### src/owt_pkg.sv
package owt_pkg;

  // ********************************************************
  // Counter geometry and timing
  // ********************************************************
  localparam int unsigned PRE_WIDTH = 12;
  localparam int unsigned WD_WIDTH = 6;
  localparam int unsigned SHORT_TAP = 6;          // Carry of bits 6..0 gives 2^13 total
  localparam int unsigned CLEAR_LOW_BIT = 4;      // Prescaler bits from here up are cleared
  localparam int unsigned RESET_PULSE_TICKS = 32; // Crystal clocks of reset pin low
  localparam int unsigned APB_ADDR_WIDTH = 18;

  // ********************************************************
  // Register indices (byte address is four times the index)
  // ********************************************************
  localparam logic [15:0] CLEAR_IDX = 16'hffff;
  localparam logic [15:0] STATUS_IDX = 16'h0000;
  localparam logic [15:0] COUNT_IDX = 16'h0001;

  // ********************************************************
  // Field positions and reset values
  // ********************************************************
  localparam int unsigned CAUSE_BIT = 0;
  localparam int unsigned ENABLE_BIT = 1;
  localparam int unsigned PULSE_BIT = 2;
  localparam int unsigned VECTOR_LSB = 0;
  localparam int unsigned WD_COUNT_LSB = 0;
  localparam int unsigned PRE_COUNT_LSB = 16;
  localparam logic CAUSE_RESET = 1'b0;
  localparam logic ENABLE_RESET = 1'b1;

  typedef enum logic [1:0] {
    OWT_RUN = 2'b00,
    OWT_PULSE = 2'b01,
    OWT_HOLD = 2'b10
  } owt_state_t;

  typedef enum logic [1:0] {
    OWT_SEL_NONE = 2'b00,
    OWT_SEL_CLEAR = 2'b01,
    OWT_SEL_STATUS = 2'b10,
    OWT_SEL_COUNT = 2'b11
  } owt_sel_t;

endpackage

### src/owt_watchdog.sv
// The APB interface to the registers is this design's own decision.
`timescale 1ns/1ns
module owt_watchdog
  import owt_pkg::*;
#(
  parameter int unsigned PRE_W = PRE_WIDTH,
  parameter int unsigned WD_W = WD_WIDTH,
  parameter int unsigned ADDR_W = APB_ADDR_WIDTH,
  parameter int unsigned PULSE_TICKS = RESET_PULSE_TICKS
) (
  input wire logic clock,
  input wire logic rst_n,
  input wire logic psel,
  input wire logic penable,
  input wire logic pwrite,
  input wire logic [ADDR_W-1:0] paddr,
  input wire logic [31:0] pwdata,
  input wire logic [3:0] pstrb,
  output logic [31:0] prdata,
  output logic pready,
  output logic pslverr,
  input wire logic crystal_clock_tick,
  input wire logic stop_exec,
  input wire logic stop_mode,
  input wire logic internal_reset,
  input wire logic reset_vector_fetch,
  input wire logic monitor_mode,
  input wire logic break_state,
  input wire logic overvoltage_level_on_reset_pin,
  input wire logic overvoltage_level_on_irq_pin,
  input wire logic watchdog_disable_option,
  input wire logic short_timeout_option,
  input wire logic [7:0] reset_vector_low,
  input wire logic reset_accept,
  output logic reset_pin_n,
  output logic reset_request,
  output logic watchdog_enable
);

  // ********************************************************
  // Elaboration checks
  // ********************************************************
  if (PRE_W <= SHORT_TAP + 1 || PRE_W <= CLEAR_LOW_BIT || PRE_W + PRE_COUNT_LSB > 32) begin
    $error("owt_watchdog: prescaler width not supported");
  end
  if (WD_W < 1 || WD_W > PRE_COUNT_LSB || ADDR_W < 18 || ADDR_W > 32) begin
    $error("owt_watchdog: counter or address width not supported");
  end
  if (PULSE_TICKS < 2 || PULSE_TICKS > 255) begin
    $error("owt_watchdog: reset pulse length not supported");
  end

  // ********************************************************
  // Helpers
  // ********************************************************
  // Prescaler carry into the watchdog counter, tap chosen by the timeout option
  function automatic logic tap_wrap(input logic [PRE_W-1:0] pre, input logic short_sel);
    logic hit;
    hit = short_sel ? (pre == {PRE_W{1'b1}}) : (pre[SHORT_TAP:0] == {(SHORT_TAP+1){1'b1}});
    return hit;
  endfunction

  // Word decode; registers sit at four times their index
  function automatic owt_sel_t reg_sel(input logic [ADDR_W-1:0] a);
    owt_sel_t s;
    s = OWT_SEL_NONE;
    if (a == ADDR_W'({CLEAR_IDX, 2'b00})) begin
      s = OWT_SEL_CLEAR;
    end else if (a == ADDR_W'({STATUS_IDX, 2'b00})) begin
      s = OWT_SEL_STATUS;
    end else if (a == ADDR_W'({COUNT_IDX, 2'b00})) begin
      s = OWT_SEL_COUNT;
    end
    return s;
  endfunction

  // ********************************************************
  // State
  // ********************************************************
  logic [PRE_W-1:0] pre_q, pre_d;
  logic [WD_W-1:0] wd_q, wd_d;
  owt_state_t st_q, st_d;
  logic [7:0] pulse_q, pulse_d;
  logic req_q, req_d;
  logic cause_q, cause_d;
  logic pin_n_q, pin_n_d;
  logic enable_q, enable_d;
  logic stop_seen_q, stop_seen_d;
  logic [31:0] prdata_q, prdata_d;
  logic pready_q, pready_d;
  logic pslverr_q, pslverr_d;
  logic hv_disable;
  logic count_tick;
  logic wr_done;
  logic clr_wr;
  logic cause_clr;
  logic ovf;
  logic fire;

  // Overvoltage disable is a live level, so removal re-enables at once
  assign hv_disable = (monitor_mode && (overvoltage_level_on_reset_pin ||
                      overvoltage_level_on_irq_pin)) ||
                      (break_state && overvoltage_level_on_reset_pin);
  // Stop gates the crystal tick; wait mode has no gate at all
  assign count_tick = crystal_clock_tick && !stop_mode;
  assign wr_done = psel && penable && pready_q && pwrite;
  // Any data value services the watchdog
  assign clr_wr = wr_done && (reg_sel(paddr) == OWT_SEL_CLEAR);
  assign cause_clr = wr_done && (reg_sel(paddr) == OWT_SEL_STATUS) && pstrb[0] &&
                     pwdata[CAUSE_BIT];

  // ********************************************************
  // Prescaler and watchdog counter
  // ********************************************************
  // Clears are applied after the count so a same-cycle clear always wins
  always_comb begin
    pre_d = pre_q;
    wd_d = wd_q;
    ovf = 1'b0;
    stop_seen_d = stop_mode;
    if (st_q != OWT_RUN || internal_reset || hv_disable) begin
      pre_d = '0;
      wd_d = '0;
    end else begin
      if (count_tick) begin
        pre_d = pre_q + 1'b1;
        if (tap_wrap(pre_q, short_timeout_option)) begin
          wd_d = wd_q + 1'b1;
          ovf = (wd_q == {WD_W{1'b1}}) && !clr_wr;
        end
      end
      if (clr_wr) begin
        wd_d = '0;
        pre_d[PRE_W-1:CLEAR_LOW_BIT] = '0;
      end
      if (stop_exec || (stop_mode && !stop_seen_q) || reset_vector_fetch) begin
        pre_d = '0;
      end
    end
  end

  always_ff @(posedge clock or negedge rst_n) begin
    if (!rst_n) begin
      pre_q <= '0;
      wd_q <= '0;
      stop_seen_q <= 1'b0;
    end else begin
      pre_q <= pre_d;
      wd_q <= wd_d;
      stop_seen_q <= stop_seen_d;
    end
  end

  // ********************************************************
  // Reset pulse sequencer
  // ********************************************************
  // The option gate sits at the very end, so no path can leak a reset
  assign fire = ovf && !watchdog_disable_option;

  // No interrupt path exists; the reset pin and request are the only actions
  always_comb begin
    st_d = st_q;
    pulse_d = pulse_q;
    req_d = req_q;
    cause_d = cause_q;
    enable_d = !hv_disable;
    if (reset_accept) begin
      req_d = 1'b0;
    end
    if (cause_clr) begin
      cause_d = 1'b0;
    end
    case (st_q)
      OWT_RUN: begin
        if (fire) begin
          st_d = OWT_PULSE;
          pulse_d = '0;
          req_d = 1'b1;   // Set wins over a same-cycle accept
          cause_d = 1'b1; // Set wins over a same-cycle software clear
        end
      end
      OWT_PULSE: begin
        if (crystal_clock_tick) begin
          pulse_d = pulse_q + 1'b1;
          if (pulse_q == 8'(PULSE_TICKS - 1)) begin
            st_d = req_d ? OWT_HOLD : OWT_RUN;
          end
        end
      end
      OWT_HOLD: begin
        if (!req_d) begin
          st_d = OWT_RUN;
        end
      end
      default: begin
        st_d = OWT_RUN;
      end
    endcase
    pin_n_d = (st_d != OWT_PULSE);
  end

  always_ff @(posedge clock or negedge rst_n) begin
    if (!rst_n) begin
      st_q <= OWT_RUN;
      pulse_q <= '0;
      req_q <= 1'b0;
      cause_q <= CAUSE_RESET;
      pin_n_q <= 1'b1;
      enable_q <= ENABLE_RESET;
    end else begin
      st_q <= st_d;
      pulse_q <= pulse_d;
      req_q <= req_d;
      cause_q <= cause_d;
      pin_n_q <= pin_n_d;
      enable_q <= enable_d;
    end
  end

  // ********************************************************
  // APB slave
  // ********************************************************
  // One wait state buys registered read data and response flags
  always_comb begin
    pready_d = 1'b0;
    pslverr_d = 1'b0;
    prdata_d = prdata_q;
    if (psel && penable && !pready_q) begin
      pready_d = 1'b1;
      prdata_d = '0;
      case (reg_sel(paddr))
        OWT_SEL_CLEAR: begin
          if (!pwrite) begin
            prdata_d[VECTOR_LSB +: 8] = reset_vector_low;
          end
        end
        OWT_SEL_STATUS: begin
          if (!pwrite) begin
            prdata_d[CAUSE_BIT] = cause_q;
            prdata_d[ENABLE_BIT] = enable_q;
            prdata_d[PULSE_BIT] = !pin_n_q;
          end
        end
        OWT_SEL_COUNT: begin
          if (!pwrite) begin
            prdata_d[WD_COUNT_LSB +: WD_W] = wd_q;
            prdata_d[PRE_COUNT_LSB +: PRE_W] = pre_q;
          end
        end
        default: begin
          pslverr_d = 1'b1;
        end
      endcase
    end
  end

  always_ff @(posedge clock or negedge rst_n) begin
    if (!rst_n) begin
      prdata_q <= '0;
      pready_q <= 1'b0;
      pslverr_q <= 1'b0;
    end else begin
      prdata_q <= prdata_d;
      pready_q <= pready_d;
      pslverr_q <= pslverr_d;
    end
  end

  assign prdata = prdata_q;
  assign pready = pready_q;
  assign pslverr = pslverr_q;
  assign reset_pin_n = pin_n_q;
  assign reset_request = req_q;
  assign watchdog_enable = enable_q;

  // ********************************************************
  // Assertions
  // ********************************************************
  // Helper: crystal ticks seen while the reset pin is low
  logic [7:0] low_ticks_q, low_ticks_d;

  always_comb begin
    low_ticks_d = '0;
    if (!pin_n_q) begin
      low_ticks_d = low_ticks_q + 8'(crystal_clock_tick);
    end
  end

  always_ff @(posedge clock or negedge rst_n) begin
    if (!rst_n) begin
      low_ticks_q <= '0;
    end else begin
      low_ticks_q <= low_ticks_d;
    end
  end
endmodule

### config.mk
export PLATFORM = sky130hd
export DESIGN_NAME = owt_watchdog
export DESIGN_NICKNAME = d
export VERILOG_FILES = /design/src/owt_pkg.sv /design/src/owt_watchdog.sv
export SDC_FILE = /design/constraint.sdc
export NUM_CORES = 1
export LEC_CHECK = 0
export BUFFER_PORTS_ARGS = -buffer_cell sky130_fd_sc_hd__buf_4
export CELL_PAD_IN_SITES_DETAIL_PLACEMENT = 1
export CELL_PAD_IN_SITES_GLOBAL_PLACEMENT = 1
export CORE_MARGIN = 2
export CORE_UTILIZATION = 36
export DETAILED_ROUTE_END_ITERATION = 10
export HOLD_SLACK_MARGIN = 0.06
export PLACE_DENSITY_LB_ADDON = 0.25
export RECOVER_POWER = 100
export SLEW_MARGIN = 20
export SYNTH_ARGS = -nofsm -noshare
export SYNTH_HDL_FRONTEND = slang
export SYNTH_SLANG_ARGS = --single-unit
### constraint.sdc
create_clock -name clock -period 2 [get_ports clock]
set_input_delay 0.4 -clock clock [delete_from_list [all_inputs] [get_ports clock]]
set_output_delay 0.4 -clock clock [all_outputs]
set_load 0.03 [all_outputs]
==> impl_summary.log, run 1 <==
INFO  metric cts.sinks = 55
INFO  metric post-synth-top-area-cell = sky130_fd_sc_hd__dfrtp_1
INFO  metric post_synthesis_register_bit_count = 55
INFO  metric chipHeight = between 90 and 100 um
INFO  metric grt_pass1_wl = 11700 um
INFO  metric ys_seq_area_frac = 0.489
INFO  metric worst_skew_pair.late_latency = 0.31 ns
INFO  metric post-route-util = 0.451
INFO  metric setup_skew_after_layout = roughly 0.017 ns
INFO  metric timing.hold.worst.class = in2reg
INFO  metric cts_htree_levels = 2
INFO  metric cts.root.buffer_cell = sky130_fd_sc_hd__clkbuf_8
INFO  metric tightest_slew = 1.37 ns
INFO  metric critPathTopFamily = simple AND/OR/NAND/NOR gates
INFO  metric syn_area = 2820 um^2
INFO  metric cp_max_fo = 3
INFO  metric fill_cells = 904
INFO  metric synthDistinctLibCells = 52
INFO  metric vias = between 2000 and 2500
INFO  metric post_synth_inst_count = 264
INFO  metric finalInstanceArea = 3450 um^2
INFO  metric timing.critical_path.from_type = flip-flop
INFO  metric detail-route-antenna-nets = 0
INFO  metric die-width = approximately 90 um
INFO  metric cts-hold-fix-buffers = 0
INFO  metric globalplace.congestion = between 0.8 and 0.9
INFO  metric crit_path_max_incr_delay = 0.52 ns
INFO  metric synth_area_leaders = sky130_fd_sc_hd__dfrtp_1, sky130_fd_sc_hd__a22o_1, sky130_fd_sc_hd__buf_4
INFO  metric dr.pass1.iters = 4
INFO  metric reg_clk_slew_reported_paths = 0.11 ns
INFO  metric unrepaired_setup_endpoints_after_global_routing = no
INFO  metric fp.coreArea = 7650 um^2
INFO  metric postSynth.topFlopCell = sky130_fd_sc_hd__dfrtp_1
INFO  metric setup-violations-final = 0
INFO  metric nNetsFinal = around 430
INFO  metric remaining_drc_errors = 0
INFO  metric power_leakage = roughly 0.0015 uW
INFO  metric worstSetupPathType = reg2reg
INFO  metric final.period_utilization = 0.931
INFO  metric tritoncts = yes
INFO  metric cts_made_buffers = 5
INFO  metric timing.critical_path.buf_inv = 0
INFO  metric clk_path_buf_depth = 2
INFO  metric insertedDiodeCount = 0
INFO  metric number_of_flops_mapped_to_enable_cells_by_yosys = 0
INFO  metric synth.top_cell.area_share = 0.470
INFO  metric hold_viol = 0
INFO  metric fp.dieArea = 8550 um^2
INFO  metric syn_avg_cell_area = 10.7 um^2
INFO  metric maximum_number_of_pins_on_one_net_before_global_route_repair = 56
INFO  metric slew_viol_final = 0
INFO  metric layout-drive-gt1-share = 0.237
INFO  metric place.port_buffers = 69
INFO  metric maxCapViolations = 0
INFO  metric layout_area_growth_over_synthesis = 22.3%
INFO  metric status = complete, no violations
INFO  metric grt_usage = 0.172
INFO  metric total_power = 2460 uW
INFO  metric grt_pass1_vias = 2385
INFO  metric crit_required = around 2.2 ns
INFO  metric routed_wirelength = 7270 um
INFO  metric critical_path.endpoint_type = flip-flop
INFO  metric slowest_stage = sky130_fd_sc_hd__or4_4
INFO  metric worst_slew_margin_rel = 0.0871
INFO  metric power.density_cell_area = 712 nW/um^2
INFO  metric timing.critical_path.cells = ha_1 -> nand3_1 -> or4_4 -> or3_1 -> o21ai_0
INFO  metric initial_antenna_violation_count = 0
INFO  metric row_count = 32
INFO  metric yosysWarningCount = 0
INFO  metric io_pins = 116
INFO  metric initial_core_util = 0.369
INFO  metric detailedRoute.firstIterationViolations = just over 70
INFO  metric placement.cell_area = ~3500 um^2
INFO  metric post-dp-hpwl = between 5000 and 6000 um
INFO  metric vdd_drop_max = 0.522 mV
INFO  metric async_flop_share = 1.00
INFO  metric grt-ovfl-total = 0
INFO  metric final_critical_path_time_including_i_o_delays_and_setup = 1.86 ns
INFO  metric critical_path_arrival = roughly 2.1 ns
INFO  metric viasPerCell = 5.36
INFO  metric final.hold.worst_slack = between 0.2 and 0.3 ns
INFO  metric detail_route.wl_per_cell = 16.2 um
INFO  metric max_clock_freq = 537 MHz
## layer usage
metal | track usage | wire length (um) | up-vias
met5 | 0 | 0 | -
met4 | 0.0448 | 62 | 0
met3 | 0.0325 | 263 | 4
met2 | 0.280 | 3510 | 47
met1 | 0.235 | 3430 | 1210
li1 | - | - | 1141
## sequential cells by signal, summed over array words and instances (netlist names)
register / flops
pulse_q: 8
st_q: 2
reset_pin_n: 1
cause_q: 1
wd_q: 6
pslverr: 1
watchdog_enable: 1
pre_q: 12
reset_request: 1
prdata: 20
pready: 1
stop_seen_q: 1
## area by class of cell
cell class | count | area, um^2 | share of cell area
Multi-Input combinational cell | 197 | 1320 | 0.382
Timing Repair Buffer | 82 | 517 | 0.150
Clock inverter | 3 | 23.8 | 0.00689
Clock buffer | 5 | 68.8 | 0.0200
Sequential cell | 55 | 1380 | 0.400
Inverter | 4 | 15.0 | 0.00435
Tap cell | 102 | 128 | 0.0370
## where the power goes
part,internal (uW),switching (uW)
Clock,254,385
Sequential,1210,98.9
Combinational,220,286
## cell usage after synthesis (2+ instances only)
cell / n
sky130_fd_sc_hd__dfrtp_1: 53
sky130_fd_sc_hd__a21oi_1: 18
sky130_fd_sc_hd__nor2_1: 17
sky130_fd_sc_hd__a22o_1: 14
sky130_fd_sc_hd__buf_4: 13
sky130_fd_sc_hd__nand2_1: 12
sky130_fd_sc_hd__nand4_1: 12
sky130_fd_sc_hd__xor2_1: 8
sky130_fd_sc_hd__nand3_1: 7
sky130_fd_sc_hd__nor4_1: 7
sky130_fd_sc_hd__o21ai_0: 7
sky130_fd_sc_hd__xnor2_1: 7
sky130_fd_sc_hd__a221o_2: 6
sky130_fd_sc_hd__and2_1: 6
sky130_fd_sc_hd__nand3b_1: 6
sky130_fd_sc_hd__clkbuf_1: 5
sky130_fd_sc_hd__inv_1: 4
sky130_fd_sc_hd__or3_1: 4
sky130_fd_sc_hd__or4_1: 4
sky130_fd_sc_hd__ha_1: 3
sky130_fd_sc_hd__mux2_2: 3
sky130_fd_sc_hd__nand2b_1: 3
sky130_fd_sc_hd__nor3_1: 3
sky130_fd_sc_hd__o31ai_1: 3
sky130_fd_sc_hd__a21o_1: 2
sky130_fd_sc_hd__and3_1: 2
sky130_fd_sc_hd__and4_1: 2
sky130_fd_sc_hd__dfstp_2: 2
sky130_fd_sc_hd__mux2i_1: 2
sky130_fd_sc_hd__nand4b_1: 2
sky130_fd_sc_hd__nor2b_1: 2
sky130_fd_sc_hd__nor3_2: 2
sky130_fd_sc_hd__o22ai_1: 2
sky130_fd_sc_hd__o41ai_1: 2
sky130_fd_sc_hd__or2_2: 2
## worst paths after layout
kind                            startpoint            end  slack (ns)  depth (start not counted)
worst max-delay path               wd_q[1]  reset_request        0.14                          5
worst min-delay path             stop_mode    stop_seen_q        0.29                          1
worst max register to register     wd_q[1]  reset_request        0.14                          5
worst min register to register  prdata[26]     prdata[26]        0.52                          1
max in group asynchronous            rst_n       pre_q[4]        0.78                          1
min in group asynchronous            rst_n     prdata[25]        0.38                          1
## per-stage QoR
stage,instances,TNS (ns),worst slack (ns)
floorplan,275,0,0.0883
detailed placement,440,-0.828,-0.127
global placement,440,-0.369,-0.0496
CTS,448,0,0.0747
finish,448,0,0.137
global route,448,0,0.0237
## logic make-up after synthesis
kind of cell | after synthesis | synth area share
other cells | 1 | 0.00133
buf+inv | 23 | 0.0506
mux | 5 | 0.0191
flops | 55 | 0.489
xor+xnor | 15 | 0.0466
compound gates | 61 | 0.163
simple gates | 101 | 0.217
fa+ha+maj | 3 | 0.0133
## timing repair
action | CTS | global route
setup endpoints to repair | 0 | 3
endpoints found under the hold margin | 0 | 0
gates resized for setup | 0 | 3
setup buffers | 0 | 0
## layout by cell type, fill, tap and decap left out, drive strengths merged, types with 8 or more instances in the layout
cell / synthesis / layout
conb: 1 / 12
nor2: 17 / 17
nor4: 8 / 8
buf: 14 / 50
a21oi: 18 / 18
xor2: 8 / 8
clkbuf: 5 / 37
nand4: 12 / 12
a22o: 14 / 14
nand2: 12 / 12
dfrtp: 53 / 53
## worst reg2reg max path: stages (launching register included)
cell	delay (ns)
sky130_fd_sc_hd__dfrtp_1	0.38
sky130_fd_sc_hd__ha_1	0.17
sky130_fd_sc_hd__nand3_1	0.14
sky130_fd_sc_hd__or4_4	0.52
sky130_fd_sc_hd__or3_1	0.42
sky130_fd_sc_hd__o21ai_0	0.17
No activity file was read; power rests on OpenSTA's default activity.
==> inputs of run 2 (changes only) <==
--- a/config.mk
+++ b/config.mk
@@ -8,7 +8,6 @@
 export BUFFER_PORTS_ARGS = -buffer_cell sky130_fd_sc_hd__buf_4
 export CELL_PAD_IN_SITES_DETAIL_PLACEMENT = 1
 export CELL_PAD_IN_SITES_GLOBAL_PLACEMENT = 1
-export CORE_MARGIN = 2
 export CORE_UTILIZATION = 36
 export DETAILED_ROUTE_END_ITERATION = 10
 export HOLD_SLACK_MARGIN = 0.06
==> run 2 against run 1 <==
Register-to-register slack about the same. Clock skew decreased by 0.0048 ns. Maximum frequency decreased by 0.37%. Clock power increased by 7.0%. Global-route usage increased by 1.0 points. Total power increased by 2.6%. Critical path depth unchanged. Hold slack got worse by 0.024 ns. Combinational power increased by 3%. Count of clock-buffer cells in the layout increased by 1. Flip-flop and latch count unchanged. Critical path type unchanged. Critical endpoint is now st_q[0]. Largest cell class unchanged.
==> impl_summary.log, run 2 (same netlist as run 1, synthesis figures left out) <==
INFO  metric power_leakage = 0.00149 uW (+1.2%)
INFO  metric vdd_drop_max = 0.308 mV (-41%)
INFO  metric crit_path_start = wd_q[1]
INFO  metric cts.sinks = 55 (unchanged)
INFO  metric critPathTopFamily = simple AND/OR/NAND/NOR gates
INFO  metric timing.hold.worst.class = in2reg
INFO  metric initial_core_util = 0.381 (+0.0119)
INFO  metric fp.dieArea = 8190 um^2 (-4.3%)
INFO  metric timing.critical_path.from_type = flip-flop
INFO  metric cts_htree_levels = 2 (unchanged)
INFO  metric crit_path_max_incr_delay = 0.53 ns (about the same)
INFO  metric io_pins = 116 (unchanged)
INFO  metric initial_antenna_violation_count = 0 (unchanged)
INFO  metric timing.critical_path.cells = ha_1 -> nand3_1 -> or4_4 -> or3_4 -> o22ai_2
INFO  metric p_switching = 784 uW (+1.9%)
INFO  metric layout-drive-gt1-share = 0.253 (+0.0159)
INFO  metric nNetsFinal = 429 (+0.47%)
INFO  metric slowest_stage = sky130_fd_sc_hd__or4_4
INFO  metric regToRegSetupSlack = 0.13 ns (about the same)
INFO  metric crit-reg2reg-launch = wd_q[1]
INFO  metric worstSetupPathType = reg2reg
INFO  metric layout_area_growth_over_synthesis = 23.6%
INFO  metric fill_cells = 872 (-3.5%)
INFO  metric multi_input_area = 1350 um^2 (+2.1%)
INFO  metric detail_route.wl_per_cell = 16.1 um (-0.66%)
INFO  metric tritoncts = yes
INFO  metric unrepaired_setup_endpoints_after_global_routing = no
INFO  metric max_clock_freq = 535 MHz (-0.37%)
INFO  metric vias = 2397 (-0.21%)
INFO  metric die-width = 90.5 um (-2.2%)
INFO  metric viasPerCell = 5.36 (about the same)
INFO  metric sw_frac_of_total = 0.311 (-0.00199)
INFO  metric tightest_slew = 1.38 ns (+0.0141 ns)
INFO  metric insertedDiodeCount = 0 (unchanged)
INFO  metric routed_wirelength = 7200 um (-0.88%)
INFO  metric r2r_cells = 5 (unchanged)
INFO  metric final.hold.worst_slack = 0.263 ns (-0.0240 ns)
INFO  metric dr.pass1.iters = 4 (unchanged)
INFO  metric timing.critical_path.buf_inv = 0 (unchanged)
INFO  metric rr_endpoint = st_q[0]
INFO  metric fp.coreArea = 7410 um^2 (-3.1%)
INFO  metric row_count = 31 (-3.1%)
INFO  metric layout_common_cells = sky130_fd_sc_hd__dfrtp_1, sky130_fd_sc_hd__buf_4, sky130_fd_sc_hd__clkbuf_1, sky130_fd_sc_hd__a21oi_1, sky130_fd_sc_hd__nor2_1
INFO  metric grt-ovfl-total = 0 (unchanged)
INFO  metric setup_crit_end = st_q[0]
INFO  metric worst_slew_margin_rel = 0.0776 (-0.00942)
INFO  metric grt_usage = 0.182 (+0.0103)
INFO  metric setup-violations-final = 0 (unchanged)
INFO  metric setup_skew_after_layout = 0.0119 ns (-0.00479 ns)
INFO  metric postCtsSetupBuffers = 0 (unchanged)
INFO  metric critical_path_cell_count = 5 (unchanged)
INFO  metric maximum_number_of_pins_on_one_net_before_global_route_repair = 56 (unchanged)
INFO  metric globalplace.congestion = 0.748 (-9.3%)
INFO  metric post_cts.resized_instances = 0 (unchanged)
INFO  metric p_clk_frac = 0.271 (+0.011)
INFO  metric power.combinational.fraction = 0.207 (about the same)
INFO  metric setup_total_negative_slack = 0 ns (unchanged)
INFO  metric detail-route-antenna-nets = 0 (unchanged)
INFO  metric layout.cells.most_common = sky130_fd_sc_hd__dfrtp_1
INFO  metric place.port_buffers = 69 (unchanged)
INFO  metric cts-hold-fix-buffers = 0 (unchanged)
INFO  metric critical_path.endpoint_type = flip-flop
INFO  metric post-dp-hpwl = 5260 um (-2.3%)
INFO  metric worst_skew_pair.late_latency = 0.32 ns (about the same)
INFO  metric cts_made_buffers = 5 (unchanged)
INFO  metric crit_required = 2.22 ns (-0.02 ns)
INFO  metric final_critical_path_time_including_i_o_delays_and_setup = 1.87 ns (+0.00695 ns)
INFO  metric grt_pass1_vias = 2364 (-0.88%)
INFO  metric cell_internal_pwr = 1740 uW (+2.9%)
INFO  metric detailedRoute.firstIterationViolations = 75 (+5.6%)
INFO  metric chipHeight = 90.5 um (-2.2%)
INFO  metric maxCapViolations = 0 (unchanged)
INFO  metric reg_clk_slew_reported_paths = 0.11 ns (about the same)
INFO  metric grt_pass1_wl = 12000 um (+1.8%)
INFO  metric clk_path_buf_depth = 2 (unchanged)
INFO  metric remaining_drc_errors = 0 (unchanged)
INFO  metric critical_path_arrival = 2.09 ns (about the same)
INFO  metric final.period_utilization = 0.935 (+0.00348)
INFO  metric largest_register_ff_count = 20 (unchanged)
INFO  metric power.density_cell_area = 723 nW/um^2 (+1.5%)
INFO  metric cts.root.buffer_cell = sky130_fd_sc_hd__clkbuf_8
INFO  metric cp_max_fo = 3 (unchanged)
INFO  metric power.sequential.fraction = 0.521 (-0.013)
INFO  metric regArea = 1380 um^2 (unchanged)
INFO  metric hold_viol = 0 (unchanged)
INFO  metric status = complete, no violations
INFO  metric slew_viol_final = 0 (unchanged)
-- run 2: changes by cell type in the layout (fill, tap and decap cells not counted), sizes merged --
cell      previous run  this run
buf                 50        52
clkbuf              37        38
clkinvlp             1         0
-- run 2: metal layers --
metal / up-vias / track usage / routed length, um
met4: 0 / 0.0444 / 71
met1: 1194 / 0.260 / 3520
met2: 56 / 0.279 / 3270
met5: - / 0 / 0
li1: 1141 / - / -
met3: 6 / 0.0421 / 339
-- run 2: final cells by class --
cell class,instances,share of cell area
clock inverters,2,0.00575
well taps,99,0.0355
repair buffers,84,0.149
flip-flops and latches,55,0.396
multi-input cells,197,0.386
clock buffers,6,0.0237
inverters,4,0.00431
-- run 2: power groups by stage --
stage                     clock, uW  sequential (uW)  combinational, uW
final                           684             1310                522
after global routing            755             1330                588
after CTS                       710             1310                537
after detailed placement          0             1330                534
after global placement            0             1330                522
after floorplan                   0             1330                335
-- run 2: worst min path at each step --
stage                   start  slack [ns]  cells past startpoint     endpoint
finish              stop_mode        0.26                      1  stop_seen_q
global route        stop_mode        0.25                      1  stop_seen_q
CTS                     rst_n        0.14                      1   prdata[20]
detailed placement      rst_n        0.50                      1   prdata[25]
global placement      cause_q        0.48                      2      cause_q
floorplan               rst_n        0.10                      0      cause_q
-- run 2: metrics by stage --
step           cell area (um^2)  std cells  utilization  power [uW]  worst slack (ns)
3_3_place_gp               3490        439        0.471        1850             0.106
3_5_place_dp               3490        439        0.471        1870            0.0696
6_report                   3480        447        0.470        2520             0.130
4_1_cts                    3590        447        0.485        2560            0.0683
2_1_floorplan              2860        275            -        1670            0.0883
5_1_grt                    3480        447        0.470        2670            0.0197
-- run 2: worst reg2reg max path: stages, from the launching register on --
cell and delay [ns]:
sky130_fd_sc_hd__dfrtp_1 0.38, sky130_fd_sc_hd__ha_1 0.18, sky130_fd_sc_hd__nand3_1 0.14, sky130_fd_sc_hd__or4_4 0.53
sky130_fd_sc_hd__or3_4 0.40, sky130_fd_sc_hd__o22ai_2 0.14
